$ cat src/logic/aesf_pkg.sv
// Constants and types for the accelerometer event summary flags
// Behaviour
// - Set data ready flag, bit 7, when a fresh result set arrives.
// - Clear data ready flag on any temperature, magnitude or axis output read.
// - Hold data ready flag low while the output buffer is enabled.
// - Boot pin low: result read clears the flag and its level interrupt.
// - Boot pin high: result read clears flag; interrupt is a self-ending pulse.
// - Entering active mode ends a running data ready pulse early.
// - Set overrun flag, bit 6, when new results replace an unread set.
// - No overrun if an axis output was read before the next set.
// - Every read of the summary register clears the overrun flag.
// - Hold overrun flag low while the output buffer is enabled.
// - Buffer event flag, bit 5, is watermark OR overflow OR gating error.
// - Expose watermark, overflow and gating error details to the host.
// - Buffer event flag stays low while the buffer is disabled.
// - Triggered mode: watermark still shows but drives no summary flag.
// - Triggered mode: full buffer sets buffer event flag and its interrupt.
// - Bit 4 mirrors the outside active flag of the outside source register.
// - Outside flag latched until source read, else follows the condition.
// - Bit 3 mirrors the inside active flag of the inside source register.
// - Inside flag latched until source read, else follows the condition.
// - Summary register sits at address 00h and is read only.
`default_nettype none
package aesf_pkg;
  // ==========================================================
  // Timing
  localparam int unsigned CLK_FREQ_MHZ = 125;
  localparam int unsigned PULSE_TIME_US = 5000;
  localparam int unsigned PULSE_CYCLES = PULSE_TIME_US * CLK_FREQ_MHZ;
  localparam int CNT_W = 20;
  // ==========================================================
  // Register map and fields
  localparam logic [7:0] SUMMARY_ADDR = 8'h00;
  localparam logic [7:0] SUMMARY_RST = 8'h00;
  localparam int DRDY_BIT = 7;
  localparam int OVF_BIT = 6;
  localparam int BUF_BIT = 5;
  localparam int OT_BIT = 4;
  localparam int WT_BIT = 3;
  // ==========================================================
  // Buffer modes
  localparam logic [1:0] BUF_MODE_OFF = 2'h0;
  localparam logic [1:0] BUF_MODE_TRIG = 2'h3;
  // ==========================================================
  // Data ready interrupt pulse states
  typedef enum logic {AESF_PULSE_IDLE, AESF_PULSE_RUN} aesf_pulse_st_t;
endpackage
`default_nettype wire

$ cat src/logic/aesf_event_flags.sv
// Upper five event flags of the interrupt summary status register
`default_nettype none
module aesf_event_flags #(
  parameter int unsigned PULSE_CYC = aesf_pkg::PULSE_CYCLES
) (
  input wire logic clk_sys_i,
  input wire logic reset_n_i,
  input wire logic boot_pin_select_i,
  input wire logic active_entry_i,
  input wire logic new_result_i,
  input wire logic rd_axis_i,
  input wire logic rd_temp_i,
  input wire logic rd_vector_magnitude_output_i,
  input wire logic rd_summary_i,
  input wire logic rd_outside_src_i,
  input wire logic rd_inside_src_i,
  input wire logic [1:0] buffer_operating_select_i,
  input wire logic buf_watermark_i,
  input wire logic buf_overflow_i,
  input wire logic buf_gating_error_i,
  input wire logic buf_full_i,
  input wire logic outside_cond_i,
  input wire logic inside_cond_i,
  input wire logic outside_latch_enable_i,
  input wire logic inside_latch_enable_i,
  output logic [7:0] event_summary_o,
  output logic [7:0] summary_read_data_o,
  output logic [1:0] buffer_state_o,
  output logic gating_error_o,
  output logic outside_active_flag_o,
  output logic inside_active_flag_o,
  output logic data_ready_irq_o,
  output logic buffer_irq_o
);

  // ==========================================================
  // State
  logic data_ready_flag;
  logic output_overrun_flag;
  logic buffer_event_flag;
  logic change_outside_flag;
  logic change_inside_flag;
  logic unread;
  logic [aesf_pkg::CNT_W-1:0] pulse_cnt;
  aesf_pkg::aesf_pulse_st_t pulse_state;
  logic data_ready_irq;

  // ==========================================================
  // Next values and decode
  logic buf_on;
  logic buf_trig;
  logic rd_result;
  logic set_drdy;
  logic set_ovf;
  logic wmrk_part;
  logic full_part;
  logic pulse_done;
  logic next_data_ready_flag;
  logic next_output_overrun_flag;
  logic next_buffer_event_flag;
  logic next_change_outside_flag;
  logic next_change_inside_flag;
  logic next_unread;
  logic next_data_ready_irq;
  logic [7:0] summary_flags;
  aesf_pkg::aesf_pulse_st_t next_pulse_state;

  // ==========================================================
  // Counter type and limits
  typedef logic [aesf_pkg::CNT_W-1:0] aesf_cnt_t;
  localparam aesf_cnt_t PULSE_LAST = aesf_cnt_t'(PULSE_CYC - 1);
  localparam aesf_cnt_t CNT_ONE = aesf_cnt_t'(1);
  aesf_cnt_t next_pulse_cnt;

  // ==========================================================
  // Change detection flag update
  function automatic logic latch_next(
    input logic flag,
    input logic cond,
    input logic latch_en,
    input logic rd_src
  );
    logic held;
    held = flag & ~rd_src;
    if (latch_en) begin
      latch_next = cond | held;
    end else begin
      latch_next = cond;
    end
  endfunction

  // ==========================================================
  // Decode
  assign buf_on = (buffer_operating_select_i != aesf_pkg::BUF_MODE_OFF);
  assign buf_trig = (buffer_operating_select_i == aesf_pkg::BUF_MODE_TRIG);
  assign rd_result = rd_axis_i | rd_temp_i | rd_vector_magnitude_output_i;

  // ==========================================================
  // Data ready flag
  assign set_drdy = new_result_i & ~buf_on;
  assign next_data_ready_flag = ~buf_on
    & (set_drdy | (data_ready_flag & ~rd_result));

  // ==========================================================
  // Output overrun flag
  assign next_unread = new_result_i | (unread & ~rd_axis_i);
  assign set_ovf = new_result_i & unread & ~rd_axis_i & ~buf_on;
  assign next_output_overrun_flag = ~buf_on
    & (set_ovf | (output_overrun_flag & ~rd_summary_i));

  // ==========================================================
  // Buffer event flag
  assign wmrk_part = buf_watermark_i & ~buf_trig;
  assign full_part = buf_full_i & buf_trig;
  assign next_buffer_event_flag = buf_on
    & (wmrk_part | buf_overflow_i | buf_gating_error_i | full_part);

  // ==========================================================
  // Change detection flags
  assign next_change_outside_flag = latch_next(
    change_outside_flag,
    outside_cond_i,
    outside_latch_enable_i,
    rd_outside_src_i
  );
  assign next_change_inside_flag = latch_next(
    change_inside_flag,
    inside_cond_i,
    inside_latch_enable_i,
    rd_inside_src_i
  );

  // ==========================================================
  // Data ready pulse timing
  assign pulse_done = (pulse_cnt == PULSE_LAST);

  always_comb begin
    next_pulse_state = pulse_state;
    next_pulse_cnt = pulse_cnt;
    unique case (pulse_state)
      aesf_pkg::AESF_PULSE_IDLE: begin
        next_pulse_cnt = '0;
        if (set_drdy && boot_pin_select_i && !active_entry_i) begin
          next_pulse_state = aesf_pkg::AESF_PULSE_RUN;
        end
      end
      aesf_pkg::AESF_PULSE_RUN: begin
        if (active_entry_i) begin
          next_pulse_state = aesf_pkg::AESF_PULSE_IDLE;
          next_pulse_cnt = '0;
        end else if (pulse_done || !boot_pin_select_i) begin
          next_pulse_state = aesf_pkg::AESF_PULSE_IDLE;
          next_pulse_cnt = '0;
        end else begin
          next_pulse_cnt = pulse_cnt + CNT_ONE;
        end
      end
    endcase
  end

  // ==========================================================
  // Interrupt and summary views
  assign next_data_ready_irq = boot_pin_select_i
    ? (next_pulse_state == aesf_pkg::AESF_PULSE_RUN)
    : next_data_ready_flag;

  always_comb begin
    summary_flags = aesf_pkg::SUMMARY_RST;
    summary_flags[aesf_pkg::DRDY_BIT] = data_ready_flag;
    summary_flags[aesf_pkg::OVF_BIT] = output_overrun_flag;
    summary_flags[aesf_pkg::BUF_BIT] = buffer_event_flag;
    summary_flags[aesf_pkg::OT_BIT] = change_outside_flag;
    summary_flags[aesf_pkg::WT_BIT] = change_inside_flag;
  end

  assign event_summary_o = summary_flags;
  assign outside_active_flag_o = change_outside_flag;
  assign inside_active_flag_o = change_inside_flag;
  assign data_ready_irq_o = data_ready_irq;

  // ==========================================================
  // Flag registers
  always_ff @(posedge clk_sys_i) begin
    if (!reset_n_i) begin
      data_ready_flag <= 1'h0;
      output_overrun_flag <= 1'h0;
      unread <= 1'h0;
    end else begin
      data_ready_flag <= next_data_ready_flag;
      output_overrun_flag <= next_output_overrun_flag;
      unread <= next_unread;
    end
  end

  always_ff @(posedge clk_sys_i) begin
    if (!reset_n_i) begin
      buffer_event_flag <= 1'h0;
      change_outside_flag <= 1'h0;
      change_inside_flag <= 1'h0;
    end else begin
      buffer_event_flag <= next_buffer_event_flag;
      change_outside_flag <= next_change_outside_flag;
      change_inside_flag <= next_change_inside_flag;
    end
  end

  // ==========================================================
  // Pulse registers
  always_ff @(posedge clk_sys_i) begin
    if (!reset_n_i) begin
      pulse_state <= aesf_pkg::AESF_PULSE_IDLE;
      pulse_cnt <= '0;
      data_ready_irq <= 1'h0;
    end else begin
      pulse_state <= next_pulse_state;
      pulse_cnt <= next_pulse_cnt;
      data_ready_irq <= next_data_ready_irq;
    end
  end

  // ==========================================================
  // Host visible registers
  always_ff @(posedge clk_sys_i) begin
    if (!reset_n_i) begin
      summary_read_data_o <= aesf_pkg::SUMMARY_RST;
    end else if (rd_summary_i) begin
      summary_read_data_o <= summary_flags;
    end
  end

  always_ff @(posedge clk_sys_i) begin
    if (!reset_n_i) begin
      buffer_state_o <= 2'h0;
      gating_error_o <= 1'h0;
      buffer_irq_o <= 1'h0;
    end else begin
      buffer_state_o <= {buf_overflow_i, buf_watermark_i};
      gating_error_o <= buf_gating_error_i;
      buffer_irq_o <= next_buffer_event_flag;
    end
  end
endmodule
`default_nettype wire

$ cat config.mk
export PLATFORM = sky130hd
export DESIGN_NAME = aesf_event_flags
export DESIGN_NICKNAME = d
export VERILOG_FILES = /design/src/logic/aesf_pkg.sv /design/src/logic/aesf_event_flags.sv
export SDC_FILE = /design/constraint.sdc
export NUM_CORES = 1
export LEC_CHECK = 0
export BUFFER_PORTS_ARGS = -buffer_cell sky130_fd_sc_hd__buf_4
export CORE_MARGIN = 2
export CORE_UTILIZATION = 55
export CTS_CLUSTER_SIZE = 16
export DETAILED_ROUTE_END_ITERATION = 10
export PLACE_DENSITY_LB_ADDON = 0.12
export SYNTH_ARGS = -nofsm -noshare
export SYNTH_HDL_FRONTEND = slang
export SYNTH_SLANG_ARGS = --single-unit
$ cat constraint.sdc
create_clock -name clk_sys_i -period 4.3 [get_ports clk_sys_i]
set_input_delay 0.215 -clock clk_sys_i [delete_from_list [all_inputs] [get_ports clk_sys_i]]
set_output_delay 0.215 -clock clk_sys_i [all_outputs]
set_load 0.01 [all_outputs]
==> impl_results.md, run 1 <==
* Part of the Yosys area used for sequential elements at 0.442
* Drt wl/cell at around 13 um
* Status: finished clean
* Pins Over Slew Limit at 0
* Initial antenna violation count at 0
* Main synth FF type: dfxtp_1
* Minimum clock period at roughly 2300 ps
* Fraction of registers with async set/reset at 0
* Vias in the first global route at 1294
* GRT Resource Usage Total at 0.204
* Kind of cell adding the most delay to the critical path: simple AND/OR/NAND/NOR gates
* Drt pass-1 iters at 4
* Die Area at roughly 3400 um2
* Ys Warns at 0
* Area growth syn-to-layout at 18.3%
* Hold/Removal Path Class: input pin to flop
* Design area at roughly 1900 um2
* CTS tree: built
* Rel. slew slack at 0.456
* Fraction of layout cells with a size suffix above 1 at 0.235
* Detail Route Antenna Nets at 0
* CTS root buf: clkbuf_4
* Hold Buf Count CTS at 0
* Largest net degree at the start of global routing at 21
* CP max FO at 20
* CTS buffer count at 5
* Total routed wirelength at 3250 um
* EDFF count, synth at 0
* Fin. Hold Viols at 0
* ANT cells at 0
* Peak per-stage delay on the critical path at between 600 and 700 ps
* Most frequent cells in the layout: buf_4 (37), dfxtp_1 (36), nor2_1 (20)
* CP Data Required Time at between 4000 and 5000 ps
* FP Rows at 19
* Worst path cell trace: or4b_1, or4_4, o211ai_2, nor2_1
* Commonest non-fill, non-tap cell in the layout: buf_4
* Crit path launch type: flop
* RSZ-0062 raised after global routing: false
* Fin Setup TNS at 0 ps
* Post-Place Setup Slack at roughly 2000 ps
* Top flop regs: pulse_cnt (20), summary_read_data_o (5), buffer_state_o (2)
* Area after DPL at about 1800 um2
* Remaining Overflow, GRT at 0
* Core area at 2780 um2
* CP endpoint kind: flop
* Largest register FFs at 20
* Mapped Cells at 179
* DP HPWL at around 2400 um
* Crit path DAT at roughly 2500 ps
* Final setup vio count at 0
* Drt drc at 0
* RD Place Congestion at between 0.8 and 0.9
* Crit Path Category: flop to flop
* IO Pins at 44
* Critical Path Slowest Stage Cell: o211ai_2
* Worst Skew at 15.5 ps
* P_leak at about 0.00072 uW
* Via count at ~1300
* Synthesized cell area at 1630 um2
* F_max at approximately 0.43 GHz
* Worst IR drop on VDD at approximately 380 uV
* CP bufs+invs at 0
* H-tree level count at 2
* Input/output buffers at 37
* Die Wd at 58.4 um
* Tightest Pin Transition at slightly above 800 ps
* Setup repair bufs after CTS at 0
* Nets at ~230
* Iteration-0 DRC Markers at 32
* Clock sink count at 36
* Clock Tree Buf Depth at 2
* Global-route wire length before repair at 5260 um
* Pwr/cell area at around 330 nW/um2
* Final WS setup at approximately 2000 ps
* Initial core utilization at 0.586
* Average size of a mapped cell at ~9.1 um2
* Clock latency on the worst-skew pair at about 350 ps
* Cts repair resizes at 0
* Number of fill cells at around 240
* Die Ht at around 58 um
* Synth Register Bits at 36
* Cell variety after synth at 39
* Top reg by flops: pulse_cnt
* Max-cap violations at 0
* Via density per instance at around 5.5
* Worst-path clk slew at roughly 120 ps
* Part of the cycle the worst path needs at 0.544
layout make-up:
type / count / area, um2 / area share
clock buffer: 5 / 37.5 / 0.0195
clock inverter: 3 / 42.5 / 0.0221
tap: 31 / 38.8 / 0.0201
sequential: 36 / 721 / 0.374
inverter: 4 / 15.0 / 0.00779
timing repair buffer: 37 / 278 / 0.144
multi-input combinational: 128 / 796 / 0.413
synthesized netlist by cell type (2+ instances only):
| cell type | instances | area [um2] |
|---|---|---|
| o31ai_1 | 2 | 15.0 |
| mux2i_1 | 5 | 50.1 |
| nor2_1 | 20 | 75.1 |
| clkbuf_1 | 2 | 7.51 |
| or3_1 | 8 | 50.1 |
| nor4_1 | 3 | 18.8 |
| nor4b_1 | 4 | 35.0 |
| nor2b_1 | 7 | 43.8 |
| dfxtp_1 | 36 | 721 |
| buf_4 | 11 | 82.6 |
| nand2_1 | 9 | 33.8 |
| buf_6 | 2 | 22.5 |
| nand3_1 | 8 | 40.0 |
| and2_1 | 4 | 25.0 |
| o21a_1 | 4 | 30.0 |
| nor3_1 | 3 | 15.0 |
| xor2_1 | 3 | 26.3 |
| a21oi_1 | 8 | 40.0 |
| o21ai_0 | 6 | 30.0 |
| nand4_1 | 2 | 12.5 |
| xnor2_1 | 9 | 78.8 |
| inv_1 | 4 | 15.0 |
| and3b_1 | 3 | 26.3 |
power by group:
group,switching (uW),internal (uW)
Sequential,3.10,340
Combinational,21.1,28.6
Clock,118,121
Total,142,489
per-stage QoR:
step | hold slack [ps] | std cells | total power (uW) | utilization
global placement | 423 | 236 | 399 | 0.664
detailed placement | 435 | 236 | 400 | 0.664
CTS | 50.6 | 244 | 635 | 0.693
floorplan | 315 | 184 | 377 | -
finish | 53.3 | 244 | 631 | 0.693
global route | 52.1 | 244 | 654 | 0.693
metal layers:
layer  vias to the layer above  global-route usage  wire, um
met4                         0              0.0731        36
met2                        44               0.364      1680
met5                         -                   0         0
met3                         4              0.0725       243
met1                       629               0.220      1290
li1                        669                   -         -
logic make-up after synthesis:
group / share of synthesized area
compound gates: 0.0975
simple gates: 0.274
fa+ha+maj: 0.00767
flops: 0.442
other cells: 0.00230
xor+xnor: 0.0645
mux: 0.0307
buf+inv: 0.0813
worst paths after layout:
path	start	slack, ps	cells past startpoint	end
worst min register to register	pulse_cnt[0]$_SDFF_PP0_	460	1	pulse_cnt[0]$_SDFF_PP0_
worst max-delay path	pulse_cnt[12]$_SDFF_PP0_	1960	4	pulse_cnt[11]$_SDFF_PP0_
worst max register to register	pulse_cnt[12]$_SDFF_PP0_	1960	4	pulse_cnt[11]$_SDFF_PP0_
worst min-delay path	boot_pin_select_i	50	2	data_ready_irq_o$_SDFF_PN0_
worst register-to-register path: cells and delay by family (launching register included):
kind             cells  cell delay, ps
AND/OR/NAND/NOR      3            1150
AO/OA/AOI/OAI        1             680
flip-flops           1             370
No activity file was read; power rests on OpenSTA's default activity.
==> inputs of run 2 (changes only) <==
Settings changed: CORE_UTILIZATION 55 to 51.
Clock period 4.3 ns to 2.3 ns, I/O delays scaled along.
==> impl_results.md, run 2 (same netlist as run 1, synthesis figures left out) <==
* Remaining Overflow, GRT at 0
* Fin. Hold Viols at 0
* Largest register FFs at 20
* Pins Over Slew Limit at 0
* Via density per instance at about 5.0
* Drt wl/cell at around 12 um
* Final WS setup at about 330 ps
* Die Area at between 3000 and 4000 um2
* Global-route wire length before repair at 5450 um
* F_max at approximately 0.5 GHz
* Multi-input gate area at slightly below 800 um2
* Worst Skew at between 7 and 8 ps
* RD Place Congestion at 0.775
* Final hold slack at around 21 ps
* ANT cells at 0
* Initial core utilization at 0.534
* Clock Tree Buf Depth at 2
* CTS root buf: clkbuf_4
* Post-Place Setup Slack at between 300 and 400 ps
* Hold/Removal Path Class: input pin to flop
* Total Power at 1090 uW
* Initial antenna violation count at 0
* Setup repair bufs after CTS at 0
* CP Data Required Time at approximately 2500 ps
* Cts repair resizes at 0
* FP Rows at 20
* Worst IR drop on VDD at approximately 330 uV
* Part of the cycle the worst path needs at 0.858
* Critical Path Slowest Stage Cell: or4_4
* Register area at 721 um2
* Nets at 242
* Fraction of layout cells with a size suffix above 1 at 0.235
* FF-to-FF End: pulse_cnt[6]$_SDFF_PP0_
* Reg2Reg Depth at 5
* Die Wd at just over 60 um
* Max-cap violations at 0
* Drt drc at 0
* Input/output buffers at 37
* Hold Buf Count CTS at 6
* Via count at about 1300
* Top reg by flops: pulse_cnt
* Crit Path Category: flop to flop
* Status: finished clean
* Iteration-0 DRC Markers at 35
* Minimum clock period at just under 2000 ps
* Worst path cell trace: or4b_1, or4_4, o211ai_2, buf_4, nor2_1
* CP endpoint kind: flop
* CTS buffer count at 5
* Core area at about 3100 um2
* Clock sink count at 36
* Die Ht at just over 60 um
* RSZ-0062 raised after global routing: false
* IO Pins at between 40 and 50
* Top flop regs: pulse_cnt (20), summary_read_data_o (5), buffer_state_o (2)
* Worst-path clk slew at between 100 and 150 ps
* Reg-to-Reg Start: pulse_cnt[11]$_SDFF_PP0_
* Largest net degree at the start of global routing at 21
* GRT Resource Usage Total at 0.199
* H-tree level count at 2
* Drt pass-1 iters at 4
* Hold path cells at 2
* Pwr/cell area at approximately 550 nW/um2
* Clock latency on the worst-skew pair at around 340 ps
* Hold EP: unread$_SDFF_PN0_
* Area growth syn-to-layout at 22.7%
* Crit path DAT at 2210 ps
* CTS tree: built
* Number of fill cells at roughly 270
* Detail Route Antenna Nets at 0
* Commonest non-fill, non-tap cell in the layout: buf_4
* Total routed wirelength at 3190 um
* DP HPWL at between 2000 and 2500 um
* P_leak at about 0.00075 uW
* Final setup vio count at 0
* Peak per-stage delay on the critical path at a little under 500 ps
* Vias in the first global route at 1300
* Min-delay src: new_result_i
* CP max FO at 20
* Fin Setup TNS at 0 ps
* Most frequent cells in the layout: buf_4 (39), dfxtp_1 (36), nor2_1 (20)
* Crit path launch type: flop
* Reg2reg setup slack at 330 ps
## run 2: layer usage
layer,track usage,routed length (um),vias to the layer above
met4,0.102,53,0
li1,-,-,687
met5,0,0,-
met2,0.370,1610,38
met1,0.214,1380,598
met3,0.0384,150,5
## run 2: where the power goes
group	total, uW	switching [uW]	internal (uW)
registers	641	6.14	635
logic	101	41.0	60.0
clock network	350	205	145
total	1090	252	840
## run 2: final cells by class
type	count	area share
Sequential cell	36	0.360
Multi-Input combinational cell	128	0.398
Tap cell	44	0.0275
Clock inverter	2	0.00500
Clock buffer	6	0.0256
Inverter	4	0.00750
Timing Repair Buffer	45	0.176
## run 2: worst max-delay path by stage
stage                             startpoint                        to
global route        pulse_cnt[12]$_SDFF_PP0_   pulse_cnt[6]$_SDFF_PP0_
floorplan           pulse_cnt[12]$_SDFF_PP0_  pulse_cnt[17]$_SDFF_PP0_
detailed placement  pulse_cnt[12]$_SDFF_PP0_  pulse_cnt[17]$_SDFF_PP0_
global placement    pulse_cnt[12]$_SDFF_PP0_  pulse_cnt[14]$_SDFF_PP0_
finish              pulse_cnt[11]$_SDFF_PP0_   pulse_cnt[6]$_SDFF_PP0_
CTS                 pulse_cnt[12]$_SDFF_PP0_   pulse_cnt[6]$_SDFF_PP0_
## run 2: worst max-delay path, delay by kind of cell (launching register included)
family | cells | cell delay, ps
AND/OR/NAND/NOR | 3 | 1010
flip-flops | 1 | 430
buffers and inverters | 1 | 250
AO/OA/AOI/OAI | 1 | 160
## run 2: stage by stage
| stage | util | cells | cell area [um2] |
|---|---|---|---|
| 4_1_cts | 0.655 | 265 | 2000 |
| 3_5_place_dp | 0.616 | 251 | 1880 |
| 2_1_floorplan | - | 184 | 1650 |
| 3_3_place_gp | 0.616 | 251 | 1880 |
| 5_1_grt | 0.655 | 265 | 2000 |
| 6_report | 0.655 | 265 | 2000 |
==> inputs of run 3 (changes only) <==
Settings changed: GPL_TIMING_DRIVEN set to 0.
==> impl_results.md, run 3 (same netlist as run 1, synthesis figures left out) <==
* CP bufs+invs at 1
* Drt pass-1 iters at 4
* Detail Route Antenna Nets at 0
* IO Pins at 44
* Hold EP: unread$_SDFF_PN0_
* Largest net degree at the start of global routing at 11
* Met2 Use GR at 0.371
* Crit Path Category: flop to flop
* Cts repair resizes at 0
* Crit path DAT at roughly 2200 ps
* FP Rows at 20
* Commonest non-fill, non-tap cell in the layout: buf_4
* Fin Setup TNS at 0 ps
* Final setup vio count at 0
* Remaining Overflow, GRT at 0
* Via count at between 1000 and 1500
* Reg2reg setup slack at 330 ps
* Vias in the first global route at 1343
* GR peak layer: met2
* Reg-to-Reg Start: pulse_cnt[12]$_SDFF_PP0_
* Met3 usage at 0.0746
* Largest register FFs at 20
* Input/output buffers at 36
* Pwr/cell area at approximately 540 nW/um2
* Pins Over Slew Limit at 0
* H-tree level count at 2
* CTS root buf: clkbuf_4
* Max-cap violations at 0
* RSZ-0062 raised after global routing: false
* Min-delay src: new_result_i
* CP max FO at 10
* Worst Setup SP: pulse_cnt[12]$_SDFF_PP0_
* RD Place Congestion at approximately 0.8
* Total Power at about 1100 uW
* Die Wd at about 61 um
* Hold Buf Count CTS at 6
* Die Ht at 60.5 um
* GR Layer Usage met1 at 0.231
* Fraction of layout cells with a size suffix above 1 at 0.266
* Peak per-stage delay on the critical path at approximately 530 ps
* Initial core utilization at 0.534
* CTS buffer count at 5
* Part of the cycle the worst path needs at 0.856
* Register area at 721 um2
* F_max at about 0.5 GHz
* Clock latency on the worst-skew pair at between 300 and 400 ps
* Setup repair bufs after CTS at 0
* DP HPWL at 2450 um
* Worst path cell trace: or4b_1, or4_4, o211ai_2, buf_6, a21oi_1
* Critical Path Slowest Stage Cell: or4b_1
* GRT Resource Usage Total at 0.210
* Worst IR drop on VDD at between 400 and 500 uV
* Clock sink count at 36
* Die Area at between 3000 and 4000 um2
* Top reg by flops: pulse_cnt
* Core area at approximately 3100 um2
* Initial antenna violation count at 0
* Drt wl/cell at roughly 12 um
* Global-route wire length before repair at 5690 um
* Fin. Hold Viols at 0
* CTS tree: built
* Area growth syn-to-layout at 28.8%
* ANT cells at 0
* FF-to-FF End: pulse_cnt[17]$_SDFF_PP0_
* Top flop regs: pulse_cnt (20), summary_read_data_o (5), buffer_state_o (2)
* Total routed wirelength at between 3000 and 4000 um
* Iteration-0 DRC Markers at 33
* Minimum clock period at slightly below 2000 ps
* Hold/Removal Path Class: input pin to flop
* Status: finished clean
* Kind of cell adding the most delay to the critical path: simple AND/OR/NAND/NOR gates
* Number of fill cells at 260
* Via density per instance at approximately 5
* Hold path cells at 2
* Worst-path clk slew at about 100 ps
* Most frequent cells in the layout: buf_4 (47), dfxtp_1 (36), nor2_1 (20)
* Nets at about 260
* P_leak at 0.000818 uW
* Reg2Reg Depth at 5
* Worst Skew at about 5.5 ps
* CP Data Required Time at ~2500 ps
* Crit path launch type: flop
* CP endpoint kind: flop
* Drt drc at 0
* Multi-input gate area at just under 800 um2
* Clock Tree Buf Depth at 2
[run 3: cell count changes in the layout (fill, tap and decap cells not counted), sizes merged]
cell,delta
clkbuf,+4
clkinv,-2
buf,+10
[run 3: worst max-delay path by stage]
stage                     depth (start not counted)  slack, ps                        to
final                                             5        330  pulse_cnt[17]$_SDFF_PP0_
after global routing                              5        260  pulse_cnt[19]$_SDFF_PP0_
after CTS                                         5        330  pulse_cnt[17]$_SDFF_PP0_
after detailed placement                          5        340  pulse_cnt[17]$_SDFF_PP0_
after global placement                            5        390  pulse_cnt[17]$_SDFF_PP0_
after floorplan                                   5        460  pulse_cnt[17]$_SDFF_PP0_
[run 3: stage by stage]
step / instances / utilization / instance area [um2] / hold slack, ps / worst slack, ps
6_report: 277 / 0.688 / 2100 / 9.73 / 332
4_1_cts: 277 / 0.688 / 2100 / 7.21 / 329
3_3_place_gp: 264 / 0.647 / 1970 / 324 / 386
2_1_floorplan: 184 / - / 1650 / 215 / 461
3_5_place_dp: 264 / 0.647 / 1970 / 332 / 344
5_1_grt: 277 / 0.688 / 2100 / 9.50 / 259
[run 3: power by group]
part	internal, uW	leakage, uW	switching, uW
registers	635	0.000293	5.83
logic	70.8	0.000488	44.1
clock network	173	0.0000374	195
total	879	0.000818	245
[run 3: metal layers]
layer / wire length (um) / vias up / share of wire
met4: 55 / 0 / 0.016
met2: 1650 / 51 / 0.49
met3: 246 / 8 / 0.073
li1: - / 711 / -
met5: 0 / - / 0
met1: 1430 / 650 / 0.42
[run 3: layout make-up]
type                       instances  share of cell area
buffer                            16              0.0560
tap                               44              0.0262
sequential                        36               0.343
inverter                           4             0.00715
clock buffer                       7              0.0310
timing repair buffer              42               0.157
multi-input combinational        128               0.379
